### src/rtl/mfc_pkg.sv
package mfc_pkg;
   localparam logic [7:0]  FUNC_WRITE_MULTI = 8'h10;
   localparam logic [7:0]  CHAR_COLON       = 8'h3a;
   localparam logic [7:0]  CHAR_CR          = 8'h0d;
   localparam logic [7:0]  CHAR_LF          = 8'h0a;
   localparam logic [7:0]  BROADCAST_ADDR   = 8'h00;
   localparam logic [15:0] CRC_PRESET       = 16'hffff;
   localparam logic [15:0] CRC_POLY         = 16'ha001;
   localparam logic [15:0] CRC_RESIDUE      = 16'h0000;
   localparam logic [7:0]  LRC_RESIDUE      = 8'h00;
   localparam int          BUF_DEPTH        = 64;
   localparam logic [6:0]  BUF_FULL         = 7'h40;
   localparam logic [5:0]  ADDR_POS         = 6'h00;
   localparam logic [5:0]  FUNC_POS         = 6'h01;
   localparam logic [5:0]  START_HI_POS     = 6'h02;
   localparam logic [5:0]  START_LO_POS     = 6'h03;
   localparam logic [5:0]  COUNT_HI_POS     = 6'h04;
   localparam logic [5:0]  COUNT_LO_POS     = 6'h05;
   localparam logic [5:0]  BYTE_CNT_POS     = 6'h06;
   localparam logic [6:0]  HDR_LEN          = 7'h07;
   localparam logic [6:0]  RESP_LEN         = 7'h06;
   localparam logic [6:0]  ASCII_CHK_LEN    = 7'h01;
   localparam logic [6:0]  RTU_CHK_LEN      = 7'h02;
   localparam logic [6:0]  ASCII_LRC_HI_POS = 7'h0d;
   localparam logic [6:0]  ASCII_LRC_LO_POS = 7'h0e;
   localparam logic [6:0]  ASCII_CR_POS     = 7'h0f;
   localparam logic [6:0]  ASCII_TX_LAST    = 7'h10;
   localparam logic [6:0]  RTU_CRC_LO_POS   = 7'h06;
   localparam logic [6:0]  RTU_TX_LAST      = 7'h07;
   localparam int          GAP_TIME_MS      = 10;
   localparam int          CLK_PERIOD_NS    = 50;
   // strictly longer than the gap, hence one cycle more
   localparam int          GAP_CYCLES       =
      GAP_TIME_MS * 1000000 / CLK_PERIOD_NS + 1;

   typedef enum logic [2:0] {
      ST_HUNT,
      ST_RX,
      ST_LF,
      ST_CHECK,
      ST_WRITE,
      ST_TX
   } mfc_state_t;
endpackage

### src/rtl/mfc_crc_byte.sv
`timescale 1ns/100ps
module mfc_crc_byte (
   input  wire logic [15:0] crc_in,
   input  wire logic [7:0]  byte_in,
   output logic      [15:0] crc_out
);
   import mfc_pkg::*;

   logic [15:0] stage [9];

   assign stage[0] = crc_in ^ {8'h00, byte_in};

   // fully unrolled so a whole byte folds in one clock
   genvar i;
   generate
      for (i = 0; i < 8; i++) begin : g_shift
         assign stage[i+1] = stage[i][0] ?
            ((stage[i] >> 1) ^ CRC_POLY) : (stage[i] >> 1);
      end
   endgenerate

   assign crc_out = stage[8];
endmodule // mfc_crc_byte

### src/rtl/mfc_frame_unit.sv
`timescale 1ns/100ps
module mfc_frame_unit #(
   parameter int GAP_CYCLES = mfc_pkg::GAP_CYCLES
) (
   input  wire logic        clk_in,
   input  wire logic        reset_in,
   input  wire logic        ce_in,
   input  wire logic        ascii_mode_in,
   input  wire logic [7:0]  station_addr_in,
   input  wire logic        rx_valid_in,
   input  wire logic [7:0]  rx_byte_in,
   input  wire logic        tx_ready_in,
   output logic             tx_valid_out,
   output logic      [7:0]  tx_byte_out,
   output logic             cmd_valid_out,
   output logic      [15:0] start_addr_out,
   output logic      [15:0] word_count_out,
   output logic             word_valid_out,
   output logic      [15:0] word_out,
   output logic             frame_error_out,
   output logic             check_error_out
);
   import mfc_pkg::*;

   function automatic logic [7:0] hex_char(input logic [3:0] n);
      return (n < 4'ha) ? (8'h30 + {4'h0, n}) : (8'h37 + {4'h0, n});
   endfunction

   mfc_state_t  state,    next_state;
   logic [6:0]  wr_idx,   next_wr_idx;
   logic [6:0]  pos,      next_pos;
   logic [3:0]  hi_nib,   next_hi_nib;
   logic        hi_phase, next_hi_phase;
   logic [7:0]  lrc,      next_lrc;
   logic [15:0] crc,      next_crc;
   logic [31:0] idle_cnt, next_idle_cnt;
   logic        next_tx_valid, next_cmd_valid, next_word_valid;
   logic        next_frame_error, next_check_error;
   logic [7:0]  next_tx_byte;
   logic [15:0] next_start_addr, next_word_count, next_word;
   logic [7:0]  buf_mem [BUF_DEPTH];
   logic        wr_en, byte_done, hex_ok, gap_seen, chk_ok, addressed;
   logic        shape_ok;
   logic [7:0]  byte_val, crc_byte, lrc_chk, resp_byte;
   logic [3:0]  rx_nib;
   logic [15:0] crc_next;
   logic [8:0]  exp_len;
   logic [5:0]  rd_addr;

   mfc_crc_byte u_crc (
      .crc_in  (crc),
      .byte_in (crc_byte),
      .crc_out (crc_next)
   );

   always_comb begin
      hex_ok = 1'b1;
      rx_nib = 4'h0;
      if (rx_byte_in >= 8'h30 && rx_byte_in <= 8'h39) begin
         rx_nib = rx_byte_in[3:0];
      end else if (rx_byte_in >= 8'h41 && rx_byte_in <= 8'h46) begin
         rx_nib = 4'(rx_byte_in[3:0] + 4'h9);
      end else begin
         hex_ok = 1'b0;
      end
   end

   // the reply echoes the first six command bytes, so the buffer serves it
   assign rd_addr   = 6'(7'(pos - 7'h01) >> 1);
   assign resp_byte = buf_mem[ascii_mode_in ? rd_addr : pos[5:0]];
   assign lrc_chk   = 8'(~lrc + 8'h01);
   // kept out of the next-state process so the check path has no loop
   assign byte_val  = ascii_mode_in ? {hi_nib, rx_nib} : rx_byte_in;
   assign crc_byte  = (state == ST_TX) ? tx_byte_out : byte_val;
   assign gap_seen  = (idle_cnt >= 32'(GAP_CYCLES));
   // running the check over the received check leaves a fixed residue
   assign chk_ok    = ascii_mode_in ? (lrc == LRC_RESIDUE)
                                    : (crc == CRC_RESIDUE);
   assign addressed = (buf_mem[ADDR_POS] == station_addr_in) ||
                      (buf_mem[ADDR_POS] == BROADCAST_ADDR);
   assign exp_len   = {2'b00, HDR_LEN} + {1'b0, buf_mem[BYTE_CNT_POS]} +
                      {2'b00, ascii_mode_in ? ASCII_CHK_LEN : RTU_CHK_LEN};
   assign shape_ok  = ({2'b00, wr_idx} == exp_len) &&
                      (buf_mem[COUNT_HI_POS] == 8'h00) &&
                      (buf_mem[BYTE_CNT_POS] ==
                       {buf_mem[COUNT_LO_POS][6:0], 1'b0}) &&
                      (buf_mem[COUNT_LO_POS][7] == 1'b0);

   always_comb begin
      next_state       = state;
      next_wr_idx      = wr_idx;
      next_pos         = pos;
      next_hi_nib      = hi_nib;
      next_hi_phase    = hi_phase;
      next_lrc         = lrc;
      next_crc         = crc;
      next_tx_valid    = tx_valid_out;
      next_tx_byte     = tx_byte_out;
      next_start_addr  = start_addr_out;
      next_word_count  = word_count_out;
      next_word        = word_out;
      next_cmd_valid   = 1'b0;
      next_word_valid  = 1'b0;
      next_frame_error = 1'b0;
      next_check_error = 1'b0;
      wr_en            = 1'b0;
      byte_done        = 1'b0;
      next_idle_cnt    = rx_valid_in ? 32'h0000_0000 :
                         (gap_seen ? idle_cnt : 32'(idle_cnt + 32'h1));
      case (state)
         ST_HUNT: begin
            if (rx_valid_in) begin
               if (ascii_mode_in) begin
                  if (rx_byte_in == CHAR_COLON) begin
                     next_state = ST_RX;
                  end
               end else if (gap_seen) begin
                  next_state = ST_RX;
                  byte_done  = 1'b1;
               end
            end
         end
         ST_RX: begin
            if (!ascii_mode_in) begin
               byte_done = rx_valid_in;
               if (!rx_valid_in && gap_seen) begin
                  next_state = ST_CHECK;
               end
            end else if (rx_valid_in) begin
               if (rx_byte_in == CHAR_COLON) begin
                  // a fresh colon restarts the frame, dropping the partial
                  next_wr_idx   = 7'h00;
                  next_hi_phase = 1'b0;
                  next_lrc      = 8'h00;
                  next_crc      = CRC_PRESET;
               end else if (rx_byte_in == CHAR_CR) begin
                  next_state = hi_phase ? ST_HUNT : ST_LF;
                  next_frame_error = hi_phase;
               end else if (hex_ok) begin
                  next_hi_phase = !hi_phase;
                  next_hi_nib   = rx_nib;
                  byte_done     = hi_phase;
               end else begin
                  next_state       = ST_HUNT;
                  next_frame_error = 1'b1;
               end
            end
         end
         ST_LF: begin
            if (rx_valid_in) begin
               next_state       = (rx_byte_in == CHAR_LF) ? ST_CHECK
                                                          : ST_HUNT;
               next_frame_error = (rx_byte_in != CHAR_LF);
            end
         end
         ST_CHECK: begin
            next_state = ST_HUNT;
            if (!chk_ok) begin
               next_check_error = 1'b1;
            end else if (addressed &&
                         buf_mem[FUNC_POS] == FUNC_WRITE_MULTI) begin
               if (shape_ok) begin
                  next_state      = ST_WRITE;
                  next_cmd_valid  = 1'b1;
                  next_start_addr = {buf_mem[START_HI_POS],
                                     buf_mem[START_LO_POS]};
                  next_word_count = {buf_mem[COUNT_HI_POS],
                                     buf_mem[COUNT_LO_POS]};
                  next_pos        = 7'h00;
               end else begin
                  next_frame_error = 1'b1;
               end
            end
         end
         ST_WRITE: begin
            if ({1'b0, pos} < buf_mem[BYTE_CNT_POS]) begin
               next_word_valid = 1'b1;
               next_word = {buf_mem[6'(HDR_LEN + pos)],
                            buf_mem[6'(HDR_LEN + pos + 7'h01)]};
               next_pos  = 7'(pos + 7'h02);
            end else begin
               next_pos   = 7'h00;
               next_lrc   = 8'h00;
               next_crc   = CRC_PRESET;
               next_state = (buf_mem[ADDR_POS] == BROADCAST_ADDR) ?
                            ST_HUNT : ST_TX;
            end
         end
         ST_TX: begin
            if (!tx_valid_out) begin
               next_tx_valid = 1'b1;
               if (!ascii_mode_in) begin
                  next_tx_byte = (pos < RTU_CRC_LO_POS) ? resp_byte :
                                 (pos == RTU_CRC_LO_POS) ? crc[7:0]
                                                         : crc[15:8];
               end else if (pos == 7'h00) begin
                  next_tx_byte = CHAR_COLON;
               end else if (pos < ASCII_LRC_HI_POS) begin
                  next_tx_byte = hex_char(pos[0] ? resp_byte[7:4]
                                                 : resp_byte[3:0]);
               end else if (pos == ASCII_LRC_HI_POS) begin
                  next_tx_byte = hex_char(lrc_chk[7:4]);
               end else if (pos == ASCII_LRC_LO_POS) begin
                  next_tx_byte = hex_char(lrc_chk[3:0]);
               end else begin
                  next_tx_byte = (pos == ASCII_CR_POS) ? CHAR_CR : CHAR_LF;
               end
            end else if (tx_ready_in) begin
               next_tx_valid = 1'b0;
               next_pos      = 7'(pos + 7'h01);
               if (ascii_mode_in && !pos[0] && pos != 7'h00 &&
                   pos < ASCII_LRC_HI_POS) begin
                  next_lrc = 8'(lrc + resp_byte);
               end
               if (!ascii_mode_in && pos < RESP_LEN) begin
                  next_crc = crc_next;
               end
               if (pos == (ascii_mode_in ? ASCII_TX_LAST : RTU_TX_LAST)) begin
                  next_state = ST_HUNT;
               end
            end
         end
         default: next_state = ST_HUNT;
      endcase
      if (byte_done) begin
         if (wr_idx == BUF_FULL) begin
            // buffer full at 64 bytes, though a longer frame can pass the shape check: drop rather than wrap
            next_state       = ST_HUNT;
            next_frame_error = 1'b1;
         end else begin
            wr_en       = 1'b1;
            next_wr_idx = 7'(wr_idx + 7'h01);
            next_lrc    = 8'(lrc + byte_val);
            next_crc    = crc_next;
         end
      end
      if (next_state == ST_HUNT) begin
         next_wr_idx   = 7'h00;
         next_hi_phase = 1'b0;
         next_lrc      = 8'h00;
         next_crc      = CRC_PRESET;
         next_pos      = 7'h00;
         next_tx_valid = 1'b0;
      end
   end

   always_ff @(posedge clk_in or posedge reset_in) begin
      if (reset_in) begin
         state           <= ST_HUNT;
         wr_idx          <= 7'h00;
         pos             <= 7'h00;
         hi_nib          <= 4'h0;
         hi_phase        <= 1'b0;
         lrc             <= 8'h00;
         crc             <= CRC_PRESET;
         idle_cnt        <= 32'h0000_0000;
         tx_valid_out    <= 1'b0;
         tx_byte_out     <= 8'h00;
         cmd_valid_out   <= 1'b0;
         start_addr_out  <= 16'h0000;
         word_count_out  <= 16'h0000;
         word_valid_out  <= 1'b0;
         word_out        <= 16'h0000;
         frame_error_out <= 1'b0;
         check_error_out <= 1'b0;
      end else if (ce_in) begin
         state           <= next_state;
         wr_idx          <= next_wr_idx;
         pos             <= next_pos;
         hi_nib          <= next_hi_nib;
         hi_phase        <= next_hi_phase;
         lrc             <= next_lrc;
         crc             <= next_crc;
         idle_cnt        <= next_idle_cnt;
         tx_valid_out    <= next_tx_valid;
         tx_byte_out     <= next_tx_byte;
         cmd_valid_out   <= next_cmd_valid;
         start_addr_out  <= next_start_addr;
         word_count_out  <= next_word_count;
         word_valid_out  <= next_word_valid;
         word_out        <= next_word;
         frame_error_out <= next_frame_error;
         check_error_out <= next_check_error;
      end
   end

   // the buffer has no reset; every frame overwrites what it reads
   always_ff @(posedge clk_in) begin
      if (ce_in && wr_en) begin
         buf_mem[wr_idx[5:0]] <= byte_val;
      end
   end
endmodule // mfc_frame_unit

### config.mk
export PLATFORM = sky130hd
export DESIGN_NAME = mfc_frame_unit
export DESIGN_NICKNAME = d
export VERILOG_FILES = /design/src/rtl/mfc_pkg.sv /design/src/rtl/mfc_crc_byte.sv /design/src/rtl/mfc_frame_unit.sv
export SDC_FILE = /design/constraint.sdc
export NUM_CORES = 2
export LEC_CHECK = 0
export BUFFER_PORTS_ARGS = -buffer_cell sky130_fd_sc_hd__buf_2
export CORE_UTILIZATION = 60
export DETAILED_ROUTE_END_ITERATION = 10
export PLACE_DENSITY = 0.79
export SLEW_MARGIN = 20
export SYNTH_ARGS = -nofsm -noshare
export SYNTH_HDL_FRONTEND = slang
export SYNTH_SLANG_ARGS = --single-unit
### constraint.sdc
create_clock -name clk_in -period 9.66 [get_ports clk_in]
set_clock_uncertainty 0.1 [all_clocks]
set_input_delay 1.449 -clock clk_in [delete_from_list [all_inputs] [get_ports clk_in]]
set_output_delay 1.449 -clock clk_in [all_outputs]
set_load 0.1 [all_outputs]
==> After elaboration in Yosys (flattened, before gate mapping) <==
Memory sizes are Yosys's and may differ from the RTL's. A register that Yosys moved wholly into a read port is not among the register bits.
Cells that the tools add are included.
{ "word_totals": {"ramBits": 512, "latchBits": 0, "input_bits": 22, "wordCells": 262, "mem_bits_ro": 0, "n_memories": 1, "out_inout_bits": 61, "ff_bits": 107} }
{ "classes": {"div_mod_pow": 0, "multipliers": 0, "shift": 0, "n_lt_le_gt_ge": 11, "n_bitwise": 14, "reduce_logical": 39, "muxes": 137, "add_sub_neg": 19, "eq_ne": 26} }
{ "mem_list": {"columns": ["name", "depth", "width", "rd", "rd_clocked_by_memory_dff", "wr", "line_no", "text"], "rows": [
  ["buf_mem", 64, 8, 10, 4, 1, "mfc_frame_unit.sv:41", "logic [7:0] buf_mem [BUF_DEPTH];"]
]} }
{ "ops": {"columns": ["operator", "n"], "rows": [
  ["16-bit 2-to-1 mux", 18],
  ["7-bit 2-to-1 mux", 21],
  ["8-bit 2-to-1 mux", 15],
  ["3-bit 2-to-1 mux", 22],
  ["32-bit 2-to-1 mux", 2],
  ["16-bit one-hot mux with 3 select lines", 1],
  ["1-bit 2-to-1 mux", 45],
  ["6-bit by 4-bit adder with 7-bit output (first input constant)", 6],
  ["32-bit by 1-bit adder with 32-bit output (second input constant)", 1],
  ["32-bit by 18-bit greater-or-equal comparator with 1-bit output (second input constant)", 1],
  ["8-bit logical NOT", 3],
  ["2-bit NOT with 3-bit output", 8],
  ["8-bit one-hot mux with 3 select lines", 1],
  ["7-bit by 4-bit equality test with 1-bit output (second input constant)", 3],
  ["7-bit one-hot mux with 3 select lines", 1],
  ["3-bit one-hot mux with 6 select lines", 1],
  ["8-bit adder", 2],
  ["8-bit by 4-bit equality test with 1-bit output (second input constant)", 2],
  ["8-bit equality test", 2],
  ["16-bit logical NOT", 1],
  ["16-bit by 8-bit XOR with 16-bit output", 1],
  ["7-bit by 1-bit adder with 7-bit output (second input constant)", 2],
  ["7-bit AND reduction", 2],
  ["1-bit logical AND", 12],
  ["49 further kinds", 73]
]} }

==> Logic depth before layout (Yosys ltp) <==
{ "depth": {"word_depth": 30, "mapped_depth": 28, "ltp_nobuf": 22} }

==> Modules after synthesis <==
From an unflattened synthesis, not the netlist that was laid out.
{ "hier_totals": {"cells_unflattened": 2849, "hier_area_um2": 38373.1} }
{ "modules_own_cells": {"columns": ["module", "seq_area_each_um2", "area_per_inst_um2", "cells_each", "n_inst"], "rows": [
  ["mfc_frame_unit", 18873.1, 38121.6, 2823, 1],
  ["mfc_crc_byte", 0.0, 251.5, 26, 1]
]} }

==> Worst setup path before layout <==
Ideal clock, no wire load.
{ "synth_path": {"path_type": "reg-to-reg", "startpoint": "register pos[0]", "endpoint": "register lrc[6]", "setup_ns": 0.140, "setup_slack_ns": 3.530, "stages_incl_launch_ff": 27, "t_required_ns": 9.420, "arrival_time_ns": 5.890, "synth_period_minus_slack_ns": 6.130, "n_path_buf": 4, "path_cell_list": "dfrtp_1 clkbuf_1 buf_2 clkbuf_1 clkbuf_1 clkinv_1 ha_1 xor2_1 a2bb2oi_2 nor2_1 mux2_2 nor4_1 o32ai_1 a2111oi_0 or2_2 ha_1 inv_1 fa_1 inv_1 a21oi_1 o21bai_1 a21oi_1 nor2_1 nor2_1 xnor2_1 a221oi_1 o32ai_1"} }
{ "synth_between": {"elab_chain_cells": 11, "word_cells_on_any_way": 28, "classes_between": "add/sub (2); order compare (2); eq/ne (1); mux (16); reduce/logical (6); memory (1)"} }
{ "synth_rtl": {"columns": ["item", "line_no", "text"], "rows": [
  ["start, declared", "mfc_frame_unit.sv:31", "logic [6:0] pos, next_pos;"],
  ["start signal, assigned", "mfc_frame_unit.sv:269", "pos <= next_pos;"],
  ["7-bit by 1-bit subtractor with 7-bit output / 1-bit logical NOT (equally long branches)", "mfc_frame_unit.sv:69, mfc_frame_unit.sv:211", null],
  ["6-bit 2-to-1 mux / 1-bit logical AND (equally long branches)", "mfc_frame_unit.sv:70, mfc_frame_unit.sv:211", null],
  ["memory 64 x 8 bit / 1-bit logical AND (equally long branches)", null, null],
  ["8-bit adder / 1-bit logical AND (equally long branches)", "mfc_frame_unit.sv:213, mfc_frame_unit.sv:211", null],
  ["8-bit 2-to-1 mux", "mfc_frame_unit.sv:211", "if (ascii_mode_in && !pos[0] && pos != 7'h00 &&"],
  ["8-bit 2-to-1 mux", "mfc_frame_unit.sv:208", "end else if (tx_ready_in) begin"],
  ["8-bit 2-to-1 mux", "mfc_frame_unit.sv:190", "if (!tx_valid_out) begin"],
  ["8-bit one-hot mux with 3 select lines", "mfc_frame_unit.sv:110", "case (state)"],
  ["8-bit 2-to-1 mux", "mfc_frame_unit.sv:226", "if (wr_idx == BUF_FULL) begin"],
  ["8-bit 2-to-1 mux", "mfc_frame_unit.sv:225", "if (byte_done) begin"],
  ["8-bit 2-to-1 mux *", "mfc_frame_unit.sv:237", "if (next_state == ST_HUNT) begin"],
  ["end signal, assigned", "mfc_frame_unit.sv:272", "lrc <= next_lrc;"],
  ["end, declared", "mfc_frame_unit.sv:34", "logic [7:0] lrc, next_lrc;"]
]} }
Mark *: on every way between the ends. The rest lies on a longest branch, timed or not.
A chain may end at the register's enable or synchronous reset.

==> Worst setup path after layout <==
{ "layout_path": {"startpoint": "register pos[1]", "endpoint": "register lrc[7]"} }
{ "layout_between": {"elab_chain_cells": 11, "word_cells_on_any_way": 26, "classes_between": "add/sub (2); order compare (2); eq/ne (1); mux (16); reduce/logical (4); memory (1)"} }
{ "layout_rtl": {"columns": ["item", "line_no", "text"], "rows": [
  ["7-bit by 1-bit subtractor with 7-bit output", "mfc_frame_unit.sv:69", "assign rd_addr = 6'(7'(pos - 7'h01) >> 1);"],
  ["6-bit 2-to-1 mux", "mfc_frame_unit.sv:70", "assign resp_byte = buf_mem[ascii_mode_in ? rd_addr : pos[5:0]];"],
  ["memory 64 x 8 bit", null, null],
  ["8-bit adder", "mfc_frame_unit.sv:213", "next_lrc = 8'(lrc + resp_byte);"],
  ["8-bit 2-to-1 mux", "mfc_frame_unit.sv:211", null],
  ["8-bit 2-to-1 mux", "mfc_frame_unit.sv:208", null],
  ["8-bit 2-to-1 mux", "mfc_frame_unit.sv:190", null],
  ["8-bit one-hot mux with 3 select lines", "mfc_frame_unit.sv:110", null],
  ["8-bit 2-to-1 mux", "mfc_frame_unit.sv:226", null],
  ["8-bit 2-to-1 mux", "mfc_frame_unit.sv:225", null],
  ["8-bit 2-to-1 mux *", "mfc_frame_unit.sv:237", null]
]} }
Marks and branches as above.

==> results.yml <==
run_status:
  status: "completed"
pwr:
  p_leak_nw: 14.50
  irDropWorstVdd_mv: 0.4062
  power_density_mw_per_mm2: 334.7
timing:
  setup_tns_ns: 0
  setup_viol: 0
  post-route-min-period_ns: 8.056
  finalCritPeriodShare_pct: 83.40
  rsz0062_at_grt: "no"
  worst_pin_slew_ns: 1.311
  hold_violations: 0
  fmax_mhz: 124.1
  finalMaxSlewViolations: 0
  relSlewSlack_pct: 12.31
  holdWs_ns: 0.3774
route:
  ant_nets: 0
  vias: 29990
  drt_iter0_drc: 5465
  drc: 0
  avgRoutedWirePerCell_um: 33.72
  drt_pass1_iterations: 9
  wl_um: 132900
  via_per_inst: 7.612
setup_path:
  critPathRequiredTime_ns: 10.07
  crit_arrival_ns: 8.46
  crit_fanout: 55
  crit_path_start_kind: "flip-flop"
  critPathKind: "reg -> reg"
  cp-end-kind: "flip-flop"
clocking:
  cts_buffer_depth: 3
  clk_pin_slew_worst_paths_ns: 0.07
  cts_sinks: 651
  clkLatencyLatePin_ns: 0.65
  tritoncts: "built"
  ctsResizeCount: 0
  cts_inserted_buffers: 72
  htreeDepth: 3
  post_cts.repair.setup_buffers: 0
  cts-root-buf: "clkbuf_16"
  cts_hold_buf: 0
finish:
  nets: 3105
  final_layout_size_suffix_gt1_share_pct: 22.50
  syn_to_final_growth_pct: 9.971
yosys:
  synth_cell_types: 85
  synth_ff_type: "edfxtp_1"
  synth_seq_cells: 651
  synthArstFlopShare_pct: 21.35
  yosysWarnings: 0
  synth-seq-area-share_pct: 49.29
  synth_edf_count: 512
  synthCells: 3049
  synth_area_mm2: 0.03829
  syn_area_per_cell_um2: 12.56
  syn_nets: 3121
floorplanning:
  ioPinCount: 83
  fp.dieW_um: 254.6
  die-area_mm2: 0.06483
  floorplan.initialDensity_pct: 60.70
  core_mm2: 0.06308
  die_y_um: 254.6
  rows: 92
placed_design:
  portBuffers: 82
  gp_congestion: 1.040
  dp.final_hpwl_um: 87570
global_routing:
  grt_pass1_wl_um: 192400
  gr-total-overflow: 0
  grt_pass1_vias: 28790
  grt_max_degree: 129
  antenna_found_initial: 8
  grt_usage_pct: 41.38
hold_path:
  hold_class: "reg -> reg"
job:
  drv_cap: 0
==> cell usage in the layout, fill, tap and decap left out, types with 53 or more instances in the layout <==
| master | Yosys | layout |
|---|---|---|
| o21ai_0 | 76 | 76 |
| inv_1 | 62 | 60 |
| mux4_2 | 327 | 327 |
| clkbuf_16 | 0 | 77 |
| nor2_1 | 202 | 187 |
| nand3_1 | 103 | 103 |
| nand2_1 | 404 | 402 |
| mux2i_1 | 82 | 82 |
| dfrtp_1 | 123 | 121 |
| edfxtp_1 | 512 | 512 |
| buf_2 | 35 | 82 |
| a21oi_1 | 148 | 148 |
| xnor2_1 | 57 | 53 |
==> per-stage QoR <==
stage,worst slack [ns],power (mW),util [%],std cells,instance area (um2)
6_report,1.604,14.09,66.75,3940,42100
3_3_place_gp,2.168,10.71,62.66,3803,39530
5_1_grt,1.249,14.35,66.74,3939,42100
4_1_cts,1.867,13.72,66.66,3937,42050
2_1_floorplan,3.530,8.464,-,3049,38290
3_5_place_dp,1.937,10.82,62.70,3803,39550
==> worst max-delay path, stage by stage, from the launching register on <==
cell and delay [ns]:
dfrtp_1 0.69, clkinv_1 0.64, ha_1 0.44, a21boi_1 0.19, xnor2_2 0.79, buf_4 0.50, a21o_4 0.60, buf_4 0.63
a221oi_1 0.21, nor4_1 0.32, a31oi_1 0.13, o2111ai_1 0.42, nand2_1 0.28, inv_1 0.11, ha_1 0.23, a21o_1 0.18
a21oi_1 0.24, o21bai_1 0.09, a21oi_1 0.22, o21bai_1 0.09, a21oi_1 0.19, o21ai_0 0.12, a21oi_1 0.20, xnor2_1 0.08
o31ai_1 0.21
==> path summary, 6_finish.rpt <==
path	startpoint	to	slack [ns]	cells past startpoint
min in group asynchronous	reset_in	start_addr_out[9]	0.87	2
worst max-delay path	pos[1]	lrc[7]	1.60	24
worst min register to register	word_out[12]	word_out[12]	0.38	1
worst max register to register	pos[1]	lrc[7]	1.60	24
worst min-delay path	word_out[12]	word_out[12]	0.38	1
max in group asynchronous	reset_in	idle_cnt[29]	7.31	3
==> cells in the mapped netlist (7+ instances only) <==
cell type,number,share of area (%)
nand2_1,404,4.0
a2111oi_0,7,0.16
o211ai_1,8,0.16
o32ai_1,7,0.16
a211oi_1,50,0.98
a211o_1,7,0.16
nor3_1,35,0.46
a221oi_1,27,0.62
xor2_1,28,0.64
o21ai_0,76,0.99
xnor2_1,57,1.3
o22ai_1,21,0.34
nor4_1,30,0.49
o31ai_1,13,0.25
mux2_2,50,1.5
nand4_1,35,0.57
mux2i_1,82,2.1
dfstp_2,16,1.1
nand2b_1,17,0.28
mux4_2,327,19
o22a_1,8,0.18
a21oi_1,148,1.9
a22oi_1,26,0.51
and3_1,20,0.33
and2_1,29,0.47
a32oi_1,21,0.48
buf_1,28,0.27
ha_1,47,1.5
nor2_1,202,2.0
a31oi_1,52,0.85
edfxtp_1,512,40
buf_2,35,0.46
clkbuf_1,166,1.6
a22o_1,7,0.16
dfrtp_1,123,8.0
or3_1,10,0.16
nor2b_1,24,0.39
a21o_1,19,0.37
o21bai_1,7,0.14
nand3_1,103,1.3
inv_1,62,0.61
==> cell families (layout without fill, tap and decap cells) <==
family                   after synthesis  after routing  share of synthesized area, %
other                                  0              1                             0
multiplexers                         459            459                         22.85
flip-flops                           651            651                         49.29
XOR/XNOR                              87             87                         2.052
adder cells (fa/ha/maj)               50             50                         1.693
AO/OA/AOI/OAI                        566            566                         9.951
AND/OR/NAND/NOR                      942            942                         11.16
buffers and inverters                294            338                         2.997
==> power by group <==
group	leakage (nW)	total [mW]	switching (mW)	internal, mW
Combinational	7.04	7.88	4.88	3.00
Clock	1.21	2.92	1.19	1.72
Sequential	6.25	3.30	0.147	3.15
==> flip-flops by register name, indices dropped and copies added, names as in the netlist, 3 cells and up <==
signal and count:
buf_mem 512, idle_cnt 32, crc 16, start_addr_out 16, word_count_out 16, word_out 16, lrc 8, tx_byte_out 8
pos 7, wr_idx 7, hi_nib 4, state 3
==> layout make-up <==
class                           count  area [um2]
Inverter                           65       249.0
Fill cell                        4456       20980
Sequential cell                   651       18880
Clock buffer                       99        2063
Antenna cell                        1       2.502
Timing Repair Buffer              139       895.9
Tap cell                          846        1059
Multi-Input combinational cell   2104       18530
Clock inverter                     35       430.4
==> routing by layer <==
metal  vias up  routed length, um  part of all wire [%]  GRT usage, %
li1      11960                  -                     -             -
met1     14670              44990                    34         53.98
met2      2816              57650                    43         60.48
met3       546              21900                    16         15.79
met4        10               8275                   6.2         21.42
met5         -                 55                 0.041             0
Note: power is estimated with default switching activity, not from simulation.
